**src/cmb_pkg.sv**
```systemverilog
// Functional notes
// (RQ1) word 1 holds extended id bits 17..6 in bits 11..0, upper four read zero
// (RQ2) word 2 bits 15..10 hold extended id bits 5..0
// (RQ3) word 2 bit 9 is remote flag, honoured only for extended frames
// (RQ4) software loads zero into reserved bits 8 and 4 of word 2
// (RQ5) word 2 bits 3..0 hold length code, bits 7..5 read zero
// (RQ6) words 3..6 hold payload pairs, even byte low, odd byte high
// (RQ7) word 7 bits 12..8 hold filter match code, rest reads zero
// (RQ8) filter match code written only when storing a received message; software writes to word 7 also set it
// (RQ9) word 0 bit 0 selects extended identifier format
// (RQ10) word 0 bits 12..2 hold standard id, forming 29-bit id with words 1-2
// (RQ11) software sets substitute remote bit for extended frames
// (RQ12) buffers live in ordinary ram written directly by software
// (RQ13) receive fills all fields, transmit reads the same fields
// (RQ14) payload bytes past the length code are don't-care
package cmb_pkg;
  localparam int unsigned ADDR_W = 4;
  localparam int unsigned DATA_W = 16;
  localparam int unsigned WORDS = 8;
  // word indices inside one buffer
  localparam logic [2:0] W_STD = 3'h0;
  localparam logic [2:0] W_EXTH = 3'h1;
  localparam logic [2:0] W_EXTL = 3'h2;
  localparam logic [2:0] W_PAY0 = 3'h3;
  localparam logic [2:0] W_FILT = 3'h7;
  // register offsets: buffer words, then control and status
  localparam logic [3:0] OFF_WORD0 = 4'h0;
  localparam logic [3:0] OFF_CTRL = 4'h8;
  localparam logic [3:0] OFF_STAT = 4'h9;
  // field masks per word
  localparam logic [15:0] MASK_W0 = 16'h1fff;
  localparam logic [15:0] MASK_W1 = 16'h0fff;
  localparam logic [15:0] MASK_W2 = 16'hff1f;
  localparam logic [15:0] MASK_PAY = 16'hffff;
  localparam logic [15:0] MASK_W7 = 16'h1f00;
  localparam logic [15:0] CTRL_RESET = 16'h0000;
  localparam int unsigned EXT_BIT = 0;
  localparam int unsigned RTR_BIT = 9;

  typedef struct packed {
    logic [28:0] id;
    logic ext;
    logic remote;
    logic [3:0] dlc;
    logic [63:0] data;
  } cmb_frame_s;
endpackage

```
**src/cmb_buffer.sv**
```systemverilog
`timescale 1ns/10ps
`default_nettype none
module cmb_buffer #(
  parameter int unsigned FILT_W = 5
) (
  // clock and reset
  input wire logic sys_clk_i,
  input wire logic srst_i,
  // register port
  input wire logic [cmb_pkg::ADDR_W-1:0] addr_i,
  input wire logic [cmb_pkg::DATA_W-1:0] wdata_i,
  input wire logic wr_i,
  input wire logic rd_i,
  output logic [cmb_pkg::DATA_W-1:0] rdata_o,
  // receive store from the controller
  input wire logic rx_store_i,
  input wire cmb_pkg::cmb_frame_s rx_frame_i,
  input wire logic [FILT_W-1:0] rx_filter_i,
  // transmit view toward the controller
  output cmb_pkg::cmb_frame_s tx_frame_o,
  output logic tx_request_o
);
  // the word 7 field is exactly five bits wide, so no other code width fits
  if (FILT_W != 5) begin : g_filt_w_check
    $error("filter code must be five bits");
  end

  logic [15:0] mem_q [cmb_pkg::WORDS];
  logic [15:0] rdata_q;
  logic [15:0] ctrl_q;
  logic rx_done_q;
  logic [15:0] mask [cmb_pkg::WORDS];
  logic [15:0] rx_word [cmb_pkg::WORDS];
  logic is_tx, tx_ext;
  wire logic in_buf = (addr_i[3] == 1'b0);
  wire logic [2:0] widx = addr_i[2:0];

  // field layout of words: store masks keep unimplemented bits zero
  assign mask[0] = cmb_pkg::MASK_W0;
  assign mask[1] = cmb_pkg::MASK_W1; // RQ1
  assign mask[2] = cmb_pkg::MASK_W2; // RQ5
  assign mask[3] = cmb_pkg::MASK_PAY;
  assign mask[4] = cmb_pkg::MASK_PAY;
  assign mask[5] = cmb_pkg::MASK_PAY;
  assign mask[6] = cmb_pkg::MASK_PAY;
  assign mask[7] = cmb_pkg::MASK_W7; // RQ7

  // received frame packed into buffer words; reserved bits stored zero
  assign rx_word[0] = {3'h0, rx_frame_i.id[28:18], rx_frame_i.ext, rx_frame_i.ext}; // RQ10 RQ9
  assign rx_word[1] = {4'h0, rx_frame_i.id[17:6]}; // RQ1
  assign rx_word[2] = {rx_frame_i.id[5:0], rx_frame_i.remote, 1'b0, 3'h0, 1'b0, rx_frame_i.dlc}; // RQ2 RQ5
  assign rx_word[7] = {3'h0, rx_filter_i, 8'h00}; // RQ7

  // payload words, even byte in low half
  genvar g;
  generate
    for (g = 0; g < 4; g++) begin : g_pay
      assign rx_word[3+g] = {rx_frame_i.data[16*g+15 -: 8], rx_frame_i.data[16*g+7 -: 8]}; // RQ6
    end
  endgenerate

  // control bit 0 marks buffer for transmit, bit 1 requests send
  assign is_tx = ctrl_q[0];
  assign tx_request_o = ctrl_q[1] & is_tx;

  // buffer words: software writes any time; receive store only on rx buffers
  always_ff @(posedge sys_clk_i) begin
    if (wr_i && in_buf) begin
      mem_q[widx] <= wdata_i & mask[widx]; // RQ12
    end
    if (rx_store_i && !is_tx) begin
      for (int i = 0; i < 7; i++) begin
        mem_q[i] <= rx_word[i]; // RQ13
      end
      mem_q[7] <= rx_word[7]; // RQ8
    end
  end

  // control register and receive-done status; hardware set wins over clear
  always_ff @(posedge sys_clk_i) begin
    if (srst_i) begin
      ctrl_q <= cmb_pkg::CTRL_RESET;
      rx_done_q <= 1'b0;
    end else begin
      if (wr_i && addr_i == cmb_pkg::OFF_CTRL) ctrl_q <= wdata_i & 16'h0003;
      if (wr_i && addr_i == cmb_pkg::OFF_STAT && wdata_i[0]) rx_done_q <= 1'b0;
      if (rx_store_i && !is_tx) rx_done_q <= 1'b1;
    end
  end

  // read data one cycle after the strobe; unmapped reads zero
  always_ff @(posedge sys_clk_i) begin
    if (srst_i) rdata_q <= 16'h0000;
    else if (rd_i) begin
      if (in_buf) rdata_q <= mem_q[widx] & mask[widx];
      else if (addr_i == cmb_pkg::OFF_CTRL) rdata_q <= ctrl_q;
      else if (addr_i == cmb_pkg::OFF_STAT) rdata_q <= {15'h0, rx_done_q};
      else rdata_q <= 16'h0000;
    end
  end
  assign rdata_o = rdata_q;

  // transmit view built from stored words; remote ignored for standard frames
  assign tx_ext = mem_q[0][cmb_pkg::EXT_BIT]; // RQ9
  always_comb begin
    tx_frame_o.ext = tx_ext;
    tx_frame_o.id = tx_ext ? {mem_q[0][12:2], mem_q[1][11:0], mem_q[2][15:10]} // RQ10
                           : {18'h00000, mem_q[0][12:2]};
    tx_frame_o.remote = tx_ext & mem_q[2][cmb_pkg::RTR_BIT]; // RQ3
    tx_frame_o.dlc = mem_q[2][3:0];
    // bytes past the length code are passed but carry no meaning
    tx_frame_o.data = {mem_q[6], mem_q[5], mem_q[4], mem_q[3]}; // RQ14
  end
endmodule
`default_nettype wire

```
**config.mk**
```make
export PLATFORM = sky130hd
export DESIGN_NAME = cmb_buffer
export DESIGN_NICKNAME = d
export VERILOG_FILES = /design/src/cmb_pkg.sv /design/src/cmb_buffer.sv
export SDC_FILE = /design/constraint.sdc
export NUM_CORES = 1
export LEC_CHECK = 0
export BUFFER_PORTS_ARGS = -buffer_cell sky130_fd_sc_hd__clkbuf_2
export CAP_MARGIN = 20
export CORE_MARGIN = 10
export CORE_UTILIZATION = 25
export DETAILED_ROUTE_END_ITERATION = 6
export GPL_TIMING_DRIVEN = 0
export PLACE_DENSITY = 0.43
export SYNTH_ARGS = -nofsm -noshare
export SYNTH_HDL_FRONTEND = slang
export SYNTH_SLANG_ARGS = --single-unit
```
**constraint.sdc**
```tcl
create_clock -name sys_clk_i -period 3.25 [get_ports sys_clk_i]
set_input_delay 0.65 -clock sys_clk_i [delete_from_list [all_inputs] [get_ports sys_clk_i]]
set_output_delay 0.65 -clock sys_clk_i [all_outputs]
set_load 0.01 [all_outputs]
```
==> impl_metrics.ini <==
[critical_path]
reg2reg_to = mem_q[6][2]
crit_start = mem_q[0][0]
cp.required_ns = 2.60
cp-start-kind = flip-flop
r2r_slack_ns = 0.92
crit_type = flip-flop to output pin
crit_arrival_ns = 2.03
slowest_delay_ns = 0.61
crit_end = tx_frame_o[74]
path_max_fanout = 10
cp-end-kind = output pin
cp_slowest_cell = buf_1
r2r_start = ctrl_q[0]
r2r_cells = 3
crit_chain = buf_1 > mux2_2 > clkbuf_2

[sta]
setup_ws_ns = 0.5711
slew_headroom_pct = 32.44
hold_viol = 0
finalSetupViolations = 0
skew_ns = 0.006926
timing.fmax_ghz = 0.3733
tightest_slew_ns = 1.013
layout_min_cycle_time_ns = 2.679
timing.setup.tns_ns = 0
rsz0062_at_grt = no
period_share_pct = 82.43
slew_violations = 0

[die]
die_x_um = 179.2
io_pins = 245
die_y_um = 179.2
std_cell_rows = 58
initial_core_util_pct = 25.31
die_area_um2 = 32110
core_area_um2 = 25040

[placed_design]
placed_cells = 1161
placed_area_um2 = 8018
routabilityCongestion = 0.8029
dp_hpwl_um = 22890
place.port_buffers = 243
place_ws_ns = 0.1217

[synthesis]
synth_edf_count = 105
synthTopCellsByCount = nand2_1 (179), edfxtp_1 (105), o21ai_0 (44), and2_1 (23), mux2_2 (23)
async_reset_ff_share_pct = 0
synth_nets = 716
synth_seq_area_share_pct = 56.40
yosysTopAreaCell = edfxtp_1
synthesis.instances = 587
synth.avg_cell_area_um2 = 10.79
synthFlopType = edfxtp_1
synthTopCellsByArea = edfxtp_1 (50%), nand2_1 (11%), dfxtp_1 (6.6%), mux2_2 (4.1%), o21ai_0 (3.5%)
synth_area_um2 = 6336
synth_top_area_share_pct = 49.76
synth_seq_cells = 126
synthDistinctLibCells = 51
yosysMostFrequentCell = nand2_1
yosysWarnings = 0

[power_and_ir_drop]
cellLeakagePower_uw = 0.003911
peakVddDrop_mv = 0.2593
p_per_area_nw_per_um2 = 538.2

[clock_tree]
cts_made_buffers = 17
insertion_delay_ns = 0.42
clockBufferDepth = 2
cts_resized = 0
cts.sink_count = 126
cts_tree = done
worst_setup_hold_path_clk_slew_ns = 0.06
cts_setup_buffers = 0
h-tree-depth = 4
cts_root_buf = clkbuf_16
ctsHoldBuffers = 0

[cells_and_area]
regArea_um2 = 3573
final_cell_area_um2 = 8645
nets = 980
final_cells = 1195
multi_input_area_um2 = 2512
drive_above_1_share_pct = 38.31
area_growth_pct = 36.43
fillCellCount = 2676
fin_util_pct = 34.53

[min_path]
hold_class = flip-flop to flip-flop

[global_routing]
grt_pass1_vias = 5757
grt_start_max_net_pins = 17
grt_usage_pct = 18.33
overflow = 0
grt_pass1_wl_um = 41340
antenna_found_initial = 1

[drt]
routedWlPerCell_um = 25.05
vias = 5605
postRouteAntennaNets = 0
firstDrtPassIters = 6
wl_um = 29930
drtIter0Drc = 354
drc = 0
vias_per_cell = 4.690

[status]
outcome = complete, no violations

[flow_run]
cap_violations = 0
## cells by family (layout without fill, tap and decap cells)
group,after synthesis,count (layout),synth area share [%]
other cells,0,1,0
simple gates,249,249,17.08
compound gates,113,113,11.85
xor+xnor,1,1,0.1383
flops,126,126,56.40
mux,48,48,10.19
buf+inv,50,327,4.344
## area by class of cell
| class | count | share of cell area (%) |
|---|---|---|
| sequential | 126 | 41.34 |
| multi-input combinational | 411 | 29.06 |
| timing repair buffer | 245 | 14.71 |
| clock buffer | 17 | 4.921 |
| tap | 330 | 4.776 |
| buffer | 46 | 3.011 |
| clock inverter | 15 | 1.983 |
| inverter | 4 | 0.1737 |
| antenna | 1 | 0.02895 |
## flip-flops by register name, indices dropped and copies added (netlist names)
| signal | cells |
|---|---|
| rx_done_q | 1 |
| ctrl_q | 2 |
| rdata_o | 16 |
| mem_q | 107 |
## layout by cell type, fill, tap and decap left out, drive strengths merged, types with 2 or more instances in the layout
cell      instances
nor2             14
a21o             12
o22ai             8
a22o              5
nor3b             2
o211ai            7
or2               3
o21a              4
and2             23
clkinv            7
buf              30
bufinv            3
mux4              9
nor2b            10
inv               5
clkinvlp          4
a21boi            3
nand2           179
o21ai            46
mux2             24
and3              4
dfxtp            21
clkbuf          278
nand2b            9
edfxtp          105
a21oi             7
mux2i            15
o31ai            10
a32o              3
a31oi             3
## worst min path at each step
stage                     start  cells past startpoint           to
floorplan           mem_q[2][8]                      2  mem_q[2][8]
global placement    rdata_o[12]                      2  rdata_o[12]
detailed placement   rdata_o[9]                      2   rdata_o[9]
CTS                  wdata_i[8]                      3  mem_q[2][8]
global route        rdata_o[12]                      2  rdata_o[12]
finish              rdata_o[12]                      2  rdata_o[12]
## through the flow
stage | hold WS (ns) | total power, uW
6_report | 0.4488 | 4652
5_1_grt | 0.4712 | 4823
4_1_cts | 0.4429 | 4687
3_5_place_dp | 0.4411 | 2722
3_3_place_gp | 0.4382 | 2716
2_1_floorplan | 0.4338 | 2325
## metal layers
metal	up-vias	wire length (um)	track usage, %
met5	-	0	0
met4	0	480	5.466
met3	20	2039	4.444
met2	210	14510	30.21
met1	2754	12910	23.30
li1	2621	-	-
## where the power goes
group | internal [uW] | switching, uW
combinational | 286 | 439
sequential | 1890 | 63.2
clock | 1200 | 772
## worst max-delay path: cells and delay by family (launching register included)
kind / cells / cell delay, ns
buffers and inverters: 2 / 0.75
muxes: 1 / 0.44
DFF: 1 / 0.41
Note: power is estimated with default switching activity, not from simulation.
